[config.mk]
export PLATFORM = sky130hd
export DESIGN_NAME = bec_ctrl
export DESIGN_NICKNAME = d
export VERILOG_FILES = /design/src/rtl/bec_sync.sv /design/src/rtl/bec_ctrl.sv
export SDC_FILE = /design/constraint.sdc
export NUM_CORES = 1
export LEC_CHECK = 0
export BUFFER_PORTS_ARGS = -buffer_cell sky130_fd_sc_hd__buf_2
export CAP_MARGIN = 0
export CORE_MARGIN = 2
export CORE_UTILIZATION = 55
export CTS_BUF_LIST = sky130_fd_sc_hd__clkbuf_2
export CTS_CLUSTER_DIAMETER = 80
export DETAILED_ROUTE_END_ITERATION = 8
export PLACE_DENSITY_LB_ADDON = 0.3
export SYNTH_ARGS = -nofsm -noshare
export SYNTH_HDL_FRONTEND = slang
export SYNTH_SLANG_ARGS = --single-unit
[constraint.sdc]
create_clock -name aclk -period 3.5 [get_ports aclk]
set_clock_uncertainty 0.1 [all_clocks]
set_input_delay 0.525 -clock aclk [delete_from_list [all_inputs] [get_ports aclk]]
set_output_delay 0.525 -clock aclk [all_outputs]
set_load 0.1 [all_outputs]
[src/rtl/bec_sync.sv]
`timescale 1ns/1ps
package bec_pkg;
    localparam logic [2:0]  CODE_NORMAL   = 3'h0;
    localparam logic [2:0]  CODE_HALT     = 3'h1;
    localparam logic [2:0]  CODE_BERR     = 3'h2;
    localparam logic [2:0]  CODE_RETRY    = 3'h3;
    localparam logic [2:0]  CODE_RELQ     = 3'h4;
    localparam logic [2:0]  CODE_UNDEF_A  = 3'h5;
    localparam logic [2:0]  CODE_UNDEF_B  = 3'h6;
    localparam logic [2:0]  CODE_RESET    = 3'h7;
    localparam int          DEPTH_ACK     = 3;
    localparam int          DEPTH_CODE    = 4;
    localparam logic [4:0]  RESUME_CLKS   = 5'h03;
    localparam logic [4:0]  RECOV_SINGLE  = 5'h19;
    localparam logic [4:0]  RECOV_DUAL_WR = 5'h1d;
    localparam logic [3:0]  OFS_CTRL      = 4'h0;
    localparam logic [3:0]  OFS_STATUS    = 4'h4;
    localparam logic [3:0]  OFS_ERR       = 4'h8;
    localparam logic [0:0]  CTRL_RESET    = 1'h1;
    localparam logic [1:0]  RESP_OKAY     = 2'h0;
    localparam logic [1:0]  RESP_SLVERR   = 2'h2;
    typedef enum logic [6:0] {
        ST_IDLE = 7'h01,
        ST_OWN  = 7'h02,
        ST_CYC  = 7'h04,
        ST_SW   = 7'h08,
        ST_HOLD = 7'h10,
        ST_DLY  = 7'h20,
        ST_RST  = 7'h40
    } bec_state_e;
    typedef struct packed {
        logic cycle_end;
        logic abort;
        logic internal_reset;
    } bec_evt_s;
endpackage

// active-low pins are inverted at capture; the last two stages must agree
module bec_sync #(
    parameter int W     = 3,
    parameter int DEPTH = 4
) (
    input  wire logic         aclk,
    input  wire logic         aresetn,
    input  wire logic [W-1:0] pin_n,
    output logic      [W-1:0] stable,
    output logic      [W-1:0] peek
);
    logic [W-1:0] stage [DEPTH];

    always_ff @(posedge aclk) begin
        if (!aresetn) begin
            stage[0] <= '0;
        end else begin
            stage[0] <= ~pin_n;
        end
    end

    for (genvar i = 1; i < DEPTH; i++) begin : g_chain
        always_ff @(posedge aclk) begin
            if (!aresetn) begin
                stage[i] <= '0;
            end else begin
                stage[i] <= stage[i-1];
            end
        end
    end

    // a mismatch keeps the old value and is compared again next clock
    always_ff @(posedge aclk) begin
        if (!aresetn) begin
            stable <= '0;
        end else if (stage[DEPTH-1] == stage[DEPTH-2]) begin
            stable <= stage[DEPTH-1];
        end
    end

    assign peek = stage[DEPTH-1];
endmodule

[src/rtl/bec_ctrl.sv]
// Chosen here: register access over AXI4-Lite and the register offsets.
`timescale 1ns/1ps
// How it works
// RQ1: pins captured each edge, then synchronised next edge
// RQ2: extra stage; accept only two matching samples
// RQ3: encoder holds each code two clocks minimum
// RQ4: active-low pins read as binary, bit0 lowest
// RQ5: abnormal end is two clocks after acknowledge end
// RQ6: abnormal code beats simultaneous acknowledge
// RQ7: nonzero code idles block until code clears
// RQ8: code zero: cycles end on acknowledge only
// RQ9: halt ends on acknowledge, releases bus, resumes
// RQ10: halt must precede next cycle by sync+debounce
// RQ11: halt with acknowledge ends two clocks later
// RQ12: after halt wait three clocks before request
// RQ13: bus error aborts cycle and logs channel error
// RQ14: error recovery 25 or 29 clocks
// RQ15: bus error: no complete strobe, counters held
// RQ16: retry keeps grant, waits three, reruns cycle
// RQ17: retry: no complete strobe, counters held
// RQ18: relinquish releases bus, waits three, reruns
// RQ19: retried operand finishes before other channels
// RQ20: relinquish: no complete strobe, counters held
// RQ21: codes five, six stretch cycle until zero
// RQ22: code seven runs internal reset, then idles
// RQ23: complete strobe only on successful cycle end
module bec_ctrl (
    input  wire logic               aclk,
    input  wire logic               aresetn,
    input  wire logic [31:0]        s_axi_awaddr,
    input  wire logic               s_axi_awvalid,
    output logic                    s_axi_awready,
    input  wire logic [31:0]        s_axi_wdata,
    input  wire logic [3:0]         s_axi_wstrb,
    input  wire logic               s_axi_wvalid,
    output logic                    s_axi_wready,
    output logic [1:0]              s_axi_bresp,
    output logic                    s_axi_bvalid,
    input  wire logic               s_axi_bready,
    input  wire logic [31:0]        s_axi_araddr,
    input  wire logic               s_axi_arvalid,
    output logic                    s_axi_arready,
    output logic [31:0]             s_axi_rdata,
    output logic [1:0]              s_axi_rresp,
    output logic                    s_axi_rvalid,
    input  wire logic               s_axi_rready,
    input  wire logic [2:0]         exception_code_in_n,
    input  wire logic               transfer_ack_in_n,
    input  wire logic               service_pending_in,
    input  wire logic               grant_in,
    input  wire logic               cycle_start_in,
    input  wire logic               dual_write_in,
    input  wire logic [1:0]         channel_in,
    input  wire logic               operand_done_in,
    output logic                    bus_request_out,
    output logic                    grant_ack_out,
    output logic                    transfer_complete_out,
    output logic                    service_allow_out,
    output logic                    rerun_out,
    output logic                    chan_lock_out,
    output logic                    idle_out,
    output bec_pkg::bec_evt_s       evt_out
);
    logic [2:0]         code;
    logic [2:0]         code_peek;
    logic               ack_stable;
    bec_pkg::bec_state_e state;
    bec_pkg::bec_state_e next_state;
    logic [2:0]         hold_code;
    logic [2:0]         next_hold;
    logic [4:0]         cnt;
    logic [4:0]         next_cnt;
    logic               next_br;
    logic               next_gack;
    logic               next_cmpl;
    logic               next_rerun;
    logic               next_lock;
    bec_pkg::bec_evt_s  next_evt;
    logic [3:0]         err_set;
    logic               dual_q;
    logic [1:0]         chan_q;
    logic               enable;
    logic [3:0]         err_flags;
    logic [31:0]        wr_addr;
    logic [31:0]        wr_data;
    logic [3:0]         wr_strb;

    function automatic logic is_abn(input logic [2:0] c);
        is_abn = (c == bec_pkg::CODE_BERR) || (c == bec_pkg::CODE_RETRY) || (c == bec_pkg::CODE_RELQ);
    endfunction

    function automatic logic is_undef(input logic [2:0] c);
        is_undef = (c == bec_pkg::CODE_UNDEF_A) || (c == bec_pkg::CODE_UNDEF_B);
    endfunction

    // the code path has one stage more than the acknowledge path
    bec_sync #(.W(3), .DEPTH(bec_pkg::DEPTH_CODE)) u_code_sync ( // see RQ1 see RQ2 see RQ4
        .aclk    (aclk),
        .aresetn (aresetn),
        .pin_n   (exception_code_in_n),
        .stable  (code),
        .peek    (code_peek)
    );

    bec_sync #(.W(1), .DEPTH(bec_pkg::DEPTH_ACK)) u_ack_sync (
        .aclk    (aclk),
        .aresetn (aresetn),
        .pin_n   (transfer_ack_in_n),
        .stable  (ack_stable),
        .peek    ()
    );

    // acknowledge waits while a code sample of the same age is still pending
    wire ack_ok     = ack_stable && (code_peek == bec_pkg::CODE_NORMAL); // see RQ6
    wire code_zero  = (code == bec_pkg::CODE_NORMAL);
    wire code_reset = (code == bec_pkg::CODE_RESET);
    wire [2:0] idle_hold = (is_undef(code) || code == bec_pkg::CODE_RETRY) ? code : bec_pkg::CODE_HALT;
    wire [4:0] recov_len = dual_q ? bec_pkg::RECOV_DUAL_WR : bec_pkg::RECOV_SINGLE; // see RQ14

    always_comb begin
        next_state = state;
        next_hold  = hold_code;
        next_cnt   = cnt;
        next_br    = bus_request_out;
        next_gack  = grant_ack_out;
        next_cmpl  = 1'b0;
        next_evt   = '0;
        next_rerun = rerun_out;
        next_lock  = chan_lock_out && !operand_done_in;
        err_set    = '0;
        case (state)
            bec_pkg::ST_IDLE: begin
                if (code_reset) begin
                    next_state = bec_pkg::ST_RST;
                end else if (!code_zero) begin
                    next_br    = 1'b0;
                    next_hold  = idle_hold;
                    next_state = bec_pkg::ST_HOLD; // see RQ7
                end else if (bus_request_out && grant_in) begin
                    next_br    = 1'b0;
                    next_gack  = 1'b1;
                    next_state = bec_pkg::ST_OWN;
                end else begin
                    next_br = enable && (service_pending_in || chan_lock_out);
                end
            end
            bec_pkg::ST_OWN: begin
                if (code_reset) begin
                    next_state = bec_pkg::ST_RST;
                end else if (!code_zero) begin
                    next_hold  = idle_hold;
                    next_gack  = (code == bec_pkg::CODE_RETRY) || is_undef(code); // see RQ21
                    next_state = bec_pkg::ST_HOLD; // see RQ7 see RQ10
                end else if (cycle_start_in) begin
                    next_rerun = 1'b0;
                    next_state = bec_pkg::ST_CYC;
                end else if (!service_pending_in && !chan_lock_out && !rerun_out) begin
                    next_gack  = 1'b0;
                    next_state = bec_pkg::ST_IDLE;
                end
            end
            bec_pkg::ST_CYC: begin
                if (code_reset) begin
                    next_state = bec_pkg::ST_RST;
                end else if (is_abn(code)) begin
                    next_hold  = code;
                    next_state = bec_pkg::ST_SW; // see RQ5 see RQ6
                end else if (code == bec_pkg::CODE_HALT) begin
                    if (ack_stable) begin
                        next_hold  = code;
                        next_state = bec_pkg::ST_SW; // see RQ9 see RQ11
                    end
                end else if (code_zero && ack_ok) begin
                    next_cmpl          = 1'b1;
                    next_evt.cycle_end = 1'b1;
                    next_state         = bec_pkg::ST_OWN; // see RQ8 see RQ23
                end
            end
            bec_pkg::ST_SW: begin
                next_evt.cycle_end = 1'b1;
                next_cmpl          = (hold_code == bec_pkg::CODE_HALT); // see RQ15 see RQ17 see RQ20
                if (hold_code == bec_pkg::CODE_BERR) begin
                    next_evt.abort  = 1'b1;
                    err_set[chan_q] = 1'b1; // see RQ13
                end
                if (hold_code == bec_pkg::CODE_RETRY || hold_code == bec_pkg::CODE_RELQ) begin
                    next_rerun = 1'b1;
                end
                if (hold_code == bec_pkg::CODE_RELQ) begin
                    next_lock = 1'b1; // see RQ19
                end
                if (hold_code == bec_pkg::CODE_HALT || hold_code == bec_pkg::CODE_RELQ) begin
                    next_gack = 1'b0; // see RQ9 see RQ18
                end
                // a reset code must not wait a clock in hold
                next_state = code_reset ? bec_pkg::ST_RST : bec_pkg::ST_HOLD; // see RQ22
            end
            bec_pkg::ST_HOLD: begin
                if (code_reset && hold_code != bec_pkg::CODE_RESET) begin
                    next_state = bec_pkg::ST_RST;
                end else if (code_zero) begin
                    if (hold_code == bec_pkg::CODE_BERR) begin
                        next_cnt   = recov_len;
                        next_state = bec_pkg::ST_DLY;
                    end else if (is_abn(hold_code) || hold_code == bec_pkg::CODE_HALT) begin
                        next_cnt   = bec_pkg::RESUME_CLKS; // see RQ12 see RQ16 see RQ18
                        next_state = bec_pkg::ST_DLY;
                    end else begin
                        next_state = grant_ack_out ? bec_pkg::ST_OWN : bec_pkg::ST_IDLE; // see RQ21
                    end
                end
            end
            bec_pkg::ST_DLY: begin
                if (code_reset) begin
                    next_state = bec_pkg::ST_RST;
                end else if (!code_zero) begin
                    next_state = bec_pkg::ST_HOLD;
                end else if (cnt == 5'h01) begin
                    if (hold_code == bec_pkg::CODE_HALT || hold_code == bec_pkg::CODE_RELQ) begin
                        next_gack  = 1'b0;
                        next_br    = enable && (service_pending_in || chan_lock_out);
                        next_state = bec_pkg::ST_IDLE;
                    end else begin
                        next_state = bec_pkg::ST_OWN;
                    end
                end else begin
                    next_cnt = cnt - 5'h01;
                end
            end
            bec_pkg::ST_RST: begin
                next_evt.internal_reset = 1'b1; // see RQ22
                next_br    = 1'b0;
                next_gack  = 1'b0;
                next_rerun = 1'b0;
                next_lock  = 1'b0;
                next_hold  = bec_pkg::CODE_RESET;
                next_state = bec_pkg::ST_HOLD;
            end
            default: begin
                next_state = bec_pkg::ST_IDLE;
            end
        endcase
    end

    always_ff @(posedge aclk) begin
        if (!aresetn) begin
            state                 <= bec_pkg::ST_IDLE;
            hold_code             <= bec_pkg::CODE_NORMAL;
            cnt                   <= '0;
            bus_request_out       <= 1'b0;
            grant_ack_out         <= 1'b0;
            transfer_complete_out <= 1'b0;
            evt_out               <= '0;
            rerun_out             <= 1'b0;
            chan_lock_out         <= 1'b0;
        end else begin
            state                 <= next_state;
            hold_code             <= next_hold;
            cnt                   <= next_cnt;
            bus_request_out       <= next_br;
            grant_ack_out         <= next_gack;
            transfer_complete_out <= next_cmpl;
            evt_out               <= next_evt;
            rerun_out             <= next_rerun;
            chan_lock_out         <= next_lock;
        end
    end

    // a code of zero is already debounced, so service may start at once
    always_ff @(posedge aclk) begin
        if (!aresetn) begin
            service_allow_out <= 1'b0;
            idle_out          <= 1'b1;
            dual_q            <= 1'b0;
            chan_q            <= '0;
        end else begin
            service_allow_out <= (next_state == bec_pkg::ST_OWN) && code_zero;
            idle_out          <= (next_state == bec_pkg::ST_IDLE) || (next_state == bec_pkg::ST_HOLD && !next_gack);
            dual_q            <= cycle_start_in ? dual_write_in : dual_q;
            chan_q            <= cycle_start_in ? channel_in : chan_q;
        end
    end

    wire wr_fire  = !s_axi_awready && !s_axi_wready && !s_axi_bvalid;
    wire wr_ctrl  = wr_addr[3:0] == bec_pkg::OFS_CTRL;
    wire wr_err   = wr_addr[3:0] == bec_pkg::OFS_ERR;
    wire wr_map   = (wr_addr[31:4] == '0) && (wr_ctrl || wr_err || wr_addr[3:0] == bec_pkg::OFS_STATUS);
    wire [3:0] err_clr = (wr_fire && wr_map && wr_err && wr_strb[0]) ? wr_data[3:0] : 4'h0;
    wire [3:0] ra      = s_axi_araddr[3:0];
    wire rd_map   = (s_axi_araddr[31:4] == '0) && (ra == bec_pkg::OFS_CTRL || ra == bec_pkg::OFS_STATUS
                    || ra == bec_pkg::OFS_ERR);
    wire [31:0] status_word = {17'h0, state, 1'b0, rerun_out, bus_request_out, grant_ack_out, idle_out, code};
    wire [31:0] rd_word = (ra == bec_pkg::OFS_CTRL) ? {31'h0, enable} :
                          (ra == bec_pkg::OFS_STATUS) ? status_word :
                          (ra == bec_pkg::OFS_ERR) ? {28'h0, err_flags} : 32'h0;

    always_ff @(posedge aclk) begin
        if (!aresetn) begin
            s_axi_awready <= 1'b1;
            s_axi_wready  <= 1'b1;
            s_axi_bvalid  <= 1'b0;
            s_axi_bresp   <= bec_pkg::RESP_OKAY;
            wr_addr       <= '0;
            wr_data       <= '0;
            wr_strb       <= '0;
        end else begin
            if (s_axi_awvalid && s_axi_awready) begin
                s_axi_awready <= 1'b0;
                wr_addr       <= s_axi_awaddr;
            end
            if (s_axi_wvalid && s_axi_wready) begin
                s_axi_wready <= 1'b0;
                wr_data      <= s_axi_wdata;
                wr_strb      <= s_axi_wstrb;
            end
            if (wr_fire) begin
                s_axi_bvalid <= 1'b1;
                s_axi_bresp  <= wr_map ? bec_pkg::RESP_OKAY : bec_pkg::RESP_SLVERR;
            end
            if (s_axi_bvalid && s_axi_bready) begin
                s_axi_bvalid  <= 1'b0;
                s_axi_awready <= 1'b1;
                s_axi_wready  <= 1'b1;
            end
        end
    end

    always_ff @(posedge aclk) begin
        if (!aresetn) begin
            s_axi_arready <= 1'b1;
            s_axi_rvalid  <= 1'b0;
            s_axi_rdata   <= '0;
            s_axi_rresp   <= bec_pkg::RESP_OKAY;
        end else if (s_axi_arvalid && s_axi_arready) begin
            s_axi_arready <= 1'b0;
            s_axi_rvalid  <= 1'b1;
            s_axi_rdata   <= rd_word;
            s_axi_rresp   <= rd_map ? bec_pkg::RESP_OKAY : bec_pkg::RESP_SLVERR;
        end else if (s_axi_rvalid && s_axi_rready) begin
            s_axi_rvalid  <= 1'b0;
            s_axi_arready <= 1'b1;
        end
    end

    // a new error wins over a clear written in the same clock
    always_ff @(posedge aclk) begin
        if (!aresetn || evt_out.internal_reset) begin
            enable    <= bec_pkg::CTRL_RESET;
            err_flags <= '0;
        end else begin
            err_flags <= (err_flags & ~err_clr) | err_set; // see RQ13
            if (wr_fire && wr_ctrl && wr_addr[31:4] == '0 && wr_strb[0]) begin
                enable <= wr_data[0];
            end
        end
    end
endmodule

* Word-level counts from Yosys, hierarchy flattened *
Memory sizes are Yosys's and may differ from the RTL's.
Cells that the tools add are included.

operators by class
  add/sub/neg operators = 1
  $lt $le $gt $ge = 2
  equality and inequality tests = 47
  muxes and demuxes = 98
  bitwise operators = 13
  reductions and logical operators = 69

operators with widths
  operator            number
  $mux 7              18
  $logic_not 28->1    2
  $pmux 7 s7          1
  $mux 1              39
  $mux 3              12
  $mux 5              7
  $mux 15             2
  $ne 2x2->1 const B  15
  $logic_and 1x1->1   26
  $logic_or 1x1->1    16
  $mux 4              4
  $eq 3x3->1 const B  5
  $eq 7x1->1 const B  2
  $eq 7x2->1 const B  2
  $eq 7x5->1 const B  2
  $eq 3x2->1 const B  4
  $mux 6              2
  $reduce_and 6->1    2
  $pmux 5 s2          1
  $logic_not 1->1     9
  $ne 3x3->1 const B  3
  $pmux 3 s3          1
  $reduce_bool 3->1   3
  $eq 4x3->1 const B  2
  other kinds (31)    50

storage, ports and cells
  register bits = 115
  memory bits (writable) = 15
  input bits = 118
  output and inout bits = 51
  logic and storage cells = 262
  memories = 2

memories
  memory             depth  width  read ports  clocked after Yosys merged registers in  wr ports  RTL line        text
  u_code_sync.stage  4      3      4           0                                        4         bec_sync.sv:49  logic [W-1:0] stage [DEPTH];
  u_ack_sync.stage   3      1      3           0                                        3         bec_sync.sv:49

* Depth between registers and ports, before layout *
Gate-level depths: netlist of the first run.

  depth after elaboration = 12
  mapped depth = 7
  gate-level depth less buffers = 7

* Cells and area by module *
A second synthesis of the first run with hierarchy kept.

second synthesis, totals
  cells, all modules = 609
  area, all modules = 5069.9 sq um

modules (own cells, without submodules)
  module                  instances  cells an instance  area each (sq um)  seq. area each (sq um)
  bec_ctrl                1          555                4485.6             1821.7
  bec_sync (u_code_sync)  1          44                 467.9              300.3
  bec_sync (u_ack_sync)   1          10                 116.4              80.1

* Worst setup path after synthesis of the first run *
OpenSTA, ideal clock, no wires.

  path type = register -> register
  start point = reg s_axi_arready
  end point = reg s_axi_rdata[4]
  library setup time = 68 ps
  arrival = 2319 ps
  data required time = 3332 ps
  setup slack = 1012 ps
  stages on the path, launching flop included = 7
  buffers on the path = 1
  period minus slack after synthesis = 2488 ps
  path through = dfxtp_1 -> nand2_1 -> nor3_1 -> and2_1 -> clkbuf_1 -> a22oi_1 -> nor2_1

between the ends
  longest elaborated chain between the ends = 1

ends and longest elaborated chain
  item                    RTL line         text
  start, declared         bec_ctrl.sv:42   output logic s_axi_arready,
  start signal, assigned  bec_ctrl.sv:330  s_axi_arready <= 1'b1;
  start signal, assigned  bec_ctrl.sv:335  s_axi_arready <= 1'b0;
  start signal, assigned  bec_ctrl.sv:341  s_axi_arready <= 1'b1;
  $logic_and 1x1->1       bec_ctrl.sv:334  end else if (s_axi_arvalid && s_axi_arready) begin
  end signal, assigned    bec_ctrl.sv:337  s_axi_rdata <= rd_word;
  end, declared           bec_ctrl.sv:43   output logic [31:0] s_axi_rdata,

Every way passes these cells.
A chain may end at the register's enable or synchronous reset.

* Worst setup path in the final report of the first run *
  start point = reg state[5]
  end point = reg service_allow_out

between the ends
  longest elaborated chain between the ends = 7
  elaborated cells between the ends (all ways) = 27
  classes of those cells = eq/ne (8); mux (18); reduce/logical (1)

ends and longest elaborated chain
  item                              RTL line                                           text
  start, declared                   bec_ctrl.sv:67                                     bec_pkg::bec_state_e state;
  start signal, assigned            bec_ctrl.sv:247                                    state <= bec_pkg::ST_IDLE;
  start signal, assigned            bec_ctrl.sv:257                                    state <= next_state;
  $mux 7, on equally long branches  bec_ctrl.sv:173, bec_ctrl.sv:157, bec_ctrl.sv:169
  $mux 7, on equally long branches  bec_ctrl.sv:168, bec_ctrl.sv:154
  $mux 7, on equally long branches  bec_ctrl.sv:165, bec_ctrl.sv:150
  $mux 7, on equally long branches  bec_ctrl.sv:163, bec_ctrl.sv:148
  $pmux 7 s7 (*)                    bec_ctrl.sv:131                                    case (state)
  $eq 7x2->1 (*)                    bec_ctrl.sv:277                                    service_allow_out <= (next_state == bec_pkg::ST_OWN) && code_zero;
  $logic_and 1x1->1 (*)             bec_ctrl.sv:277
  end signal, assigned              bec_ctrl.sv:277
  end, declared                     bec_ctrl.sv:58                                     output logic service_allow_out,

Every way passes the cells marked *; elsewhere a longest branch is shown, timed or not.

==> results of run 1 <==
[critical path, delay by kind of cell (launching register included)]
kind	cells	cell delay, ns
and+or+nand+nor	3	1.35
DFF	1	0.81
AOI/OAI and AO/OA	2	0.33
[final cells by class]
cell class | instances | area, µm²
flip-flops and latches | 110 | 2200
clock buffers | 9 | 45.0
fillers | 743 | 3020
well taps | 111 | 139
clock inverters | 7 | 100
repair buffers | 158 | 986
inverters | 20 | 75.1
multi-input cells | 441 | 2540
[layer usage]
metal	GRT usage [%]	share of wire, %	vias to the layer above
li1	-	-	2399
met1	34.4	43	2259
met2	41.7	47	249
met3	4.04	7.9	39
met4	11.4	2.7	0
met5	0	0	-
[per-stage QoR]
step | worst slack (ns) | util (%) | std cells
finish | 0.811 | 66.9 | 856
global route | 0.662 | 66.9 | 856
CTS | 0.886 | 66.1 | 849
detailed placement | 1.00 | 61.2 | 803
global placement | 0.975 | 61.2 | 803
floorplan | 1.01 | - | 630
[synth_stat cells (3+ instances only)]
cell type	instances
nor3b_1	7
or4_1	5
nand2b_1	9
a21oi_1	58
inv_1	20
buf_4	21
nor4_1	24
or3_1	6
xnor2_1	4
nand3_1	21
nand4_1	6
a211oi_1	5
a22o_1	3
buf_6	3
nand2_1	88
o31ai_1	4
a22oi_1	16
xor2_1	3
o21ai_0	19
clkbuf_1	31
nor2_1	38
buf_2	3
and2_1	16
dfxtp_1	110
mux2i_1	7
a31oi_1	6
and3_1	4
o211ai_1	3
nor3_1	13
o21a_1	3
[report_power, final]
group / switching [mW] / internal (mW)
logic: 0.335 / 0.140
clock network: 0.474 / 0.196
registers: 0.0444 / 1.31
[registers in the layout, summed over array words and instances (netlist names), 2 cells and up]
register,count
u_ack_sync.stage,3
s_axi_rdata,14
cnt,5
u_code_sync.stable,3
u_code_sync.stage,12
state,7
err_flags,4
wr_addr,32
chan_q,2
wr_data,4
evt_out,3
hold_code,3
[logic make-up (layout without fill, tap and decap cells)]
family / Yosys count / after routing / share of synthesized area [%]
multiplexers: 7 / 7 / 1.38
other: 1 / 20 / 0.0739
AND/OR/NAND/NOR: 256 / 256 / 25.9
buffers and inverters: 79 / 194 / 7.91
flip-flops: 110 / 110 / 43.4
adder cells (fa/ha/maj): 2 / 2 / 0.493
XOR/XNOR: 7 / 7 / 1.21
AO/OA/AOI/OAI: 149 / 149 / 19.7
[how the worst max path moves through the flow]
stage / from / depth (start not counted) / end
after global placement: state[5] / 5 / idle_out
after floorplan: s_axi_arready / 6 / s_axi_rdata[4]
after global routing: state[5] / 5 / service_allow_out
after detailed placement: state[5] / 5 / idle_out
final: state[5] / 5 / service_allow_out
after CTS: state[5] / 5 / idle_out
[repair_timing]
item                      in CTS  in global routing
hold endpoints to repair      30                  7
buffers inserted               0                  0
hold buffers                  30                  7
==> summary.txt, run 1 <==
Pwr
  • Leak: 2.49 nW
  • PD cells: 410 nW/µm²
  • Peak supply drop: 0.254 mV
  • Total power: 2.50 mW

Clocking
  • CTS H-Tree Depth: 3
  • Clk root buf: clkbuf_2
  • CTS buffer count: 9
  • CTS tree: done
  • Clock Latency Late Sink: 0.64 ns
  • Max clock buf depth: 2
  • Post-CTS Resized: 0
  • CTS clk-pin slew, worst paths: 0.36 ns
  • Clk sinks: 110

Synth
  • Number of flops mapped to enable cells by yosys: 0
  • Synthesized area: 5080 µm²
  • Syn_area_per_cell: 8.31 µm²
  • Cell taking the most area after synthesis: dfxtp_1
  • Cell variety after synth: 72
  • Mapped Cells: 611
  • Synthesis-stage register bit count: 110
  • Synth Warn #: 0
  • Post-synth top flop: dfxtp_1
  • Synth top area cells: dfxtp_1, nand2_1, a21oi_1, buf_4, nor4_1
  • Top cell type's share of synthesized area: 43.4%
  • Synth async-reset ratio: 0%
  • Sequential area share after synthesis: 43.4%

Critical path
  • Worst EP required: 3.94 ns
  • Worst Setup Start Kind: register
  • Worst path slowest cell: dfxtp_1
  • Register-to-register setup slack: 0.81 ns
  • Max FO, Critical Path: 17
  • CP peak stage delay: 0.81 ns
  • Crit. End Element: register
  • Worst R2R Start: state[5]
  • Critical path class: reg -> reg
  • Critical path cell sequence: nor3b_1, nand2_1, nor3_1, o31ai_1, a21oi_1
  • Reg-to-reg endpoint: service_allow_out
  • Path depth of the worst reg2reg path: 5
  • Worst Path Arrival: 3.13 ns

Global routing
  • GRT Resource Usage Total: 25.8%
  • First-pass GRT wire length: 20900 µm
  • Overflow after GRT: 0
  • Vias in the first global route: 4451
  • Initial antenna violation count: 0
  • Largest net degree at the start of global routing: 35

Hold path
  • Worst hold start: s_axi_awaddr[4]
  • Worst Hold Depth: 3
  • Hold EP: wr_addr[4]
  • Class of the worst hold path: in -> reg

Route
  • Final WL: 13200 µm
  • Vias/cell: 5.78
  • TritonRoute pass-1 iters: 6
  • # DRC: 0
  • Drt initial violations: 393
  • DR WL/cell: 15.4 µm
  • Detailed-route via count: 4946
  • DRT antenna net count: 0

Placed design
  • DP HPWL: 8950 µm
  • I/O Buffers: 117
  • Routability Congestion: 1.01
  • DP Area: 5580 µm²

Timing
  • Relative slew margins: 31.2%
  • Pins Over Slew Limit: 0
  • Crit share post-route: 76.8%
  • Hold Fails Final Rpt: 0
  • Hold WS: 0.0195 ns
  • Setup TNS after final layout: 0 ns
  • Worst slew pin tran: 1.03 ns
  • Tmin final: 2.69 ns
  • Endpoints failing setup: 0
  • Unrepaired setup endpoints after global routing: no
  • Fmax: 0.372 GHz

Final layout
  • Layout cells sized above 1: 20.5%
  • Area Growth Syn to Fin: 20.0%
  • Commonest non-fill, non-tap cell in the layout: buf_2
  • Commonest cells after routing, fill and taps aside: buf_2, dfxtp_1, nand2_1
  • Antenna Cells: 0
  • Final Net Count: 860
  • Post-Layout Inst Area: 6090 µm²

Floorplanning
  • Die Area: 10000 µm²
  • Rows: 35
  • Core Area: 9110 µm²
  • Die Wd: 100 µm
  • Die height: 100 µm
  • Initial Utilization: 55.7%
  • # IOs: 169

Status
  • Outcome: finished clean

Job
  • # Max-Cap Violations: 0
Note: power is estimated with default switching activity, not from simulation.
==> inputs of run 2 (changes only) <==
Settings changed: CORE_UTILIZATION 55 to 52.
Clock period 3.5 ns to 2.8 ns, I/O delays scaled along.
==> run 2 against run 1 <==
Compared with the run above: fmax up 9.7%; non-clock buffer count up 33; wire length up 5.0%; register-to-register slack worse by 0.46 ns; die area up 5.5%; first-iteration DRC count down 48%; worst setup slack worse by 0.46 ns; total power up 23%; final area up 5.0%; combinational power up 32%; clock power up 11%; critical path type unchanged; critical endpoint is now idle_out; largest power group unchanged.
==> summary.txt, run 2 (synthesis results as in run 1) <==
Status
  • Outcome: finished clean

Critical path
  • Reg-to-reg endpoint: idle_out
  • Register-to-register setup slack: 0.35 ns
  • Path depth of the worst reg2reg path: 6
  • Critical path class: reg -> reg
  • Worst Setup Start Kind: register
  • Worst R2R Start: cnt[0]
  • Worst Path Arrival: 2.86 ns
  • Crit. End Element: register
  • Max FO, Critical Path: 5
  • Worst EP required: 3.21 ns

Hold path
  • Hold EP: wr_data[3]
  • Worst Hold Depth: 3
  • Worst hold start: s_axi_wvalid
  • Class of the worst hold path: in -> reg

Global routing
  • Overflow after GRT: 0
  • Vias in the first global route: 4510
  • GRT Resource Usage Total: 25.8%
  • First-pass GRT wire length: 21300 µm
  • Largest net degree at the start of global routing: 85
  • Initial antenna violation count: 0

Timing
  • Unrepaired setup endpoints after global routing: no
  • Worst slew pin tran: 0.826 ns
  • Setup TNS after final layout: 0 ns
  • Crit share post-route: 87.5%
  • Fmax: 0.408 GHz
  • Endpoints failing setup: 0
  • Pins Over Slew Limit: 0
  • Hold Fails Final Rpt: 0
  • Hold WS: 0.0450 ns
  • Tmin final: 2.45 ns
  • Relative slew margins: 44.9%

Final layout
  • Largest regs: wr_addr x32, s_axi_rdata x14, u_code_sync.stage x12
  • Final Net Count: 893
  • Commonest non-fill, non-tap cell in the layout: buf_2
  • Final core area utilization: 66.4%
  • Layout cells sized above 1: 21.6%
  • Antenna Cells: 0
  • Max reg flops: 32
  • Biggest register: wr_addr
  • Area Growth Syn to Fin: 26.0%
  • Commonest cells after routing, fill and taps aside: buf_2, dfxtp_1, nand2_1

Floorplanning
  • Initial Utilization: 52.7%
  • Die Area: 10600 µm²
  • Die Wd: 103 µm
  • Die height: 103 µm
  • # IOs: 169
  • Core Area: 9640 µm²
  • Rows: 36

Placed design
  • DP HPWL: 9440 µm
  • I/O Buffers: 117
  • Routability Congestion: 0.989

Clocking
  • CTS buffer count: 9
  • Post-CTS Resized: 0
  • Clk root buf: clkbuf_2
  • CTS H-Tree Depth: 3
  • Max clock buf depth: 2
  • CTS clk-pin slew, worst paths: 0.28 ns
  • Clock Latency Late Sink: 0.58 ns
  • CTS tree: done
  • Setup repair bufs after CTS: 0
  • Clk sinks: 110
  • CTS Hold Buffers Added: 55

Route
  • DR WL/cell: 15.2 µm
  • TritonRoute pass-1 iters: 5
  • Detailed-route via count: 5029
  • Vias/cell: 5.52
  • DRT antenna net count: 0
  • Final WL: 13800 µm
  • # DRC: 0
  • Drt initial violations: 206

Pwr
  • PD cells: 478 nW/µm²
  • Total power: 3.06 mW
  • Leak: 2.64 nW
  • Peak supply drop: 0.338 mV

Job
  • # Max-Cap Violations: 0
run 2: worst max path at each step:
stage	from	to	slack (ns)	cells past startpoint
after floorplan	s_axi_arready	s_axi_rdata[4]	0.31	6
after global placement	cnt[0]	idle_out	0.41	6
after detailed placement	cnt[0]	idle_out	0.40	6
after CTS	cnt[0]	idle_out	0.35	6
after global routing	s_axi_arready	s_axi_rresp[1]	0.1	7
final	cnt[0]	idle_out	0.35	6
run 2: through the flow:
| stage | area [µm²] | cells | worst slack [ns] |
|---|---|---|---|
| after global placement | 5730 | 840 | 0.405 |
| after detailed placement | 5730 | 840 | 0.395 |
| after floorplan | 5150 | 630 | 0.312 |
| final | 6400 | 911 | 0.349 |
| after CTS | 6400 | 911 | 0.348 |
| after global routing | 6400 | 911 | 0.0965 |
run 2: per-layer routing:
metal / routed length [µm] / track usage, % / vias to the layer above / part of all wire (%)
met4: 291 / 10.1 / 0 / 2.1
li1: - / - / 2467 / -
met2: 6590 / 42.1 / 224 / 48
met3: 962 / 4.61 / 29 / 7.0
met1: 5980 / 34.3 / 2309 / 43
met5: 0 / 0 / - / 0
run 2: worst max-delay path: stages (launching register included):
cell      delay (ns)
dfxtp_1         0.45
ha_1            0.15
or4b_1          0.58
o211ai_1        0.22
a31oi_1         0.10
or4_1           0.55
o211ai_1        0.25
run 2: cell type report:
cell class,instances,area (µm²)
Fill cell,782,3240
Multi-Input combinational cell,441,2540
Sequential cell,110,2200
Timing Repair Buffer,191,1290
Tap cell,133,166
Inverter,20,75.1
Clock inverter,6,68.8
Clock buffer,10,50.0
run 2: power by group:
part / internal (mW) / switching, mW / leakage [nW]
sequential: 1.63 / 0.0549 / 0.897
clock: 0.220 / 0.526 / 0.0782
combinational: 0.200 / 0.429 / 1.67
==> inputs of run 3 (changes only) <==
Settings changed: RECOVER_POWER set to 50.
==> run 3 against run 2 <==
Compared with the run above: die area is the same; critical path depth shrank 1; clock power is essentially flat; largest cell class unchanged; largest power group unchanged.
==> summary.txt, run 3 (synthesis results as in run 1) <==
Critical path
  • Max FO, Critical Path: 10
  • Worst EP required: 3.21 ns
  • Worst R2R Start: state[2]
  • Path depth of the worst reg2reg path: 5
  • Register-to-register setup slack: 0.25 ns
  • Reg-to-reg endpoint: cnt[4]
  • Worst path slowest cell: or4_1
  • Crit. End Element: register
  • Critical path cell sequence: or4_1, a2111oi_4, a31o_4, o21ai_2, a32o_1
  • Worst Path Arrival: 2.96 ns
  • Worst Setup Start Kind: register
  • CP peak stage delay: 0.77 ns
  • Critical path class: reg -> reg

Floorplanning
  • Die Area: 10600 µm²
  • Die height: 103 µm
  • Die Wd: 103 µm
  • Rows: 36
  • Initial Utilization: 52.7%
  • Core Area: 9640 µm²
  • # IOs: 169

Global routing
  • GRT Resource Usage Total: 25.8%
  • Vias in the first global route: 4510
  • First-pass GRT wire length: 21300 µm
  • Overflow after GRT: 0
  • Initial antenna violation count: 0
  • Largest net degree at the start of global routing: 85

Timing
  • Setup TNS after final layout: 0 ns
  • Unrepaired setup endpoints after global routing: no
  • Fmax: 0.393 GHz
  • Hold Fails Final Rpt: 0
  • Crit share post-route: 90.9%
  • Endpoints failing setup: 0
  • Relative slew margins: 21.1%
  • Hold WS: 0.0459 ns
  • Setup slack after layout: 0.255 ns
  • Pins Over Slew Limit: 0
  • Tmin final: 2.55 ns
  • Worst slew pin tran: 1.18 ns

Final layout
  • Max reg flops: 32
  • Final Non-Filler Cells: 911
  • Final core area utilization: 66.2%
  • Area Growth Syn to Fin: 25.8%
  • Biggest register: wr_addr
  • Commonest cells after routing, fill and taps aside: buf_2, dfxtp_1, nand2_1
  • Largest regs: wr_addr x32, s_axi_rdata x14, u_code_sync.stage x12
  • Final Net Count: 893
  • Post-Layout Inst Area: 6380 µm²
  • Antenna Cells: 0
  • Commonest non-fill, non-tap cell in the layout: buf_2
  • Layout cells sized above 1: 20.8%

Clocking
  • Clk root buf: clkbuf_2
  • Clk sinks: 110
  • Post-CTS Resized: 0
  • CTS tree: done
  • Setup repair bufs after CTS: 0
  • CTS clk-pin slew, worst paths: 0.29 ns
  • CTS H-Tree Depth: 3
  • CTS buffer count: 9
  • Max clock buf depth: 2
  • Clock Latency Late Sink: 0.59 ns

Route
  • TritonRoute pass-1 iters: 5
  • Drt initial violations: 236
  • Final WL: 13800 µm
  • DRT antenna net count: 0
  • DR WL/cell: 15.2 µm
  • # DRC: 0
  • Vias/cell: 5.53
  • Detailed-route via count: 5042

Pwr
  • PD cells: 479 nW/µm²
  • Peak supply drop: 0.339 mV
  • Leak: 2.62 nW
  • Total power: 3.06 mW

Placed design
  • Routability Congestion: 0.989
  • Dpl cells: 840
  • DP HPWL: 9440 µm
  • DP Area: 5730 µm²
  • Place WS: 0.395 ns
  • I/O Buffers: 117

Hold path
  • Hold EP: wr_data[3]
  • Worst Hold Depth: 3
  • Worst hold start: s_axi_wvalid
  • Class of the worst hold path: in -> reg

Status
  • Outcome: finished clean

Job
  • # Max-Cap Violations: 0
run 3: changes by cell type in the layout (fill, tap and decap cells not counted):
| cell | change |
|---|---|
| inv_2 | -1 |
| and2_0 | +9 |
| or4_1 | +1 |
| and2_1 | -9 |
| clkbuf_1 | +4 |
| inv_1 | +1 |
| buf_2 | -2 |
| buf_4 | -2 |
| or4_4 | -1 |
run 3: worst max-delay path by stage:
| stage | start | endpoint | slack, ns | cells past startpoint |
|---|---|---|---|---|
| finish | state[2] | cnt[4] | 0.25 | 5 |
| floorplan | s_axi_arready | s_axi_rdata[4] | 0.31 | 6 |
| global route | s_axi_arready | s_axi_rresp[1] | 0.09 | 7 |
| CTS | cnt[0] | idle_out | 0.35 | 6 |
| global placement | cnt[0] | idle_out | 0.41 | 6 |
| detailed placement | cnt[0] | idle_out | 0.40 | 6 |
run 3: area by class of cell:
type,count,area (µm²)
fillers,785,3250
multi-input cells,441,2540
flip-flops and latches,110,2200
repair buffers,191,1280
well taps,133,166
inverters,20,75.1
clock inverters,6,68.8
clock buffers,10,50.0
run 3: critical path: cells and delay by family (launching register included):
| family | cells | cell delay, ns |
|---|---|---|
| flops | 1 | 0.50 |
| compound gates | 4 | 1.10 |
| simple gates | 1 | 0.77 |
run 3: where the power goes:
part           switching [mW]  internal, mW
Sequential             0.0554          1.63
Clock                   0.528         0.220
Combinational           0.429         0.197
run 3: layer usage:
metal / wire length [µm] / track usage, % / share of wire (%)
met4: 336 / 10.1 / 2.4
met5: 0 / 0 / 0
met1: 5980 / 34.3 / 43
met2: 6550 / 42.1 / 47
met3: 959 / 4.61 / 6.9
run 3: repair_timing:
action | in CTS | in global routing
hold endpoints to repair | 51 | 0
setup endpoints to repair | 0 | 0
hold buffers | 55 | 0
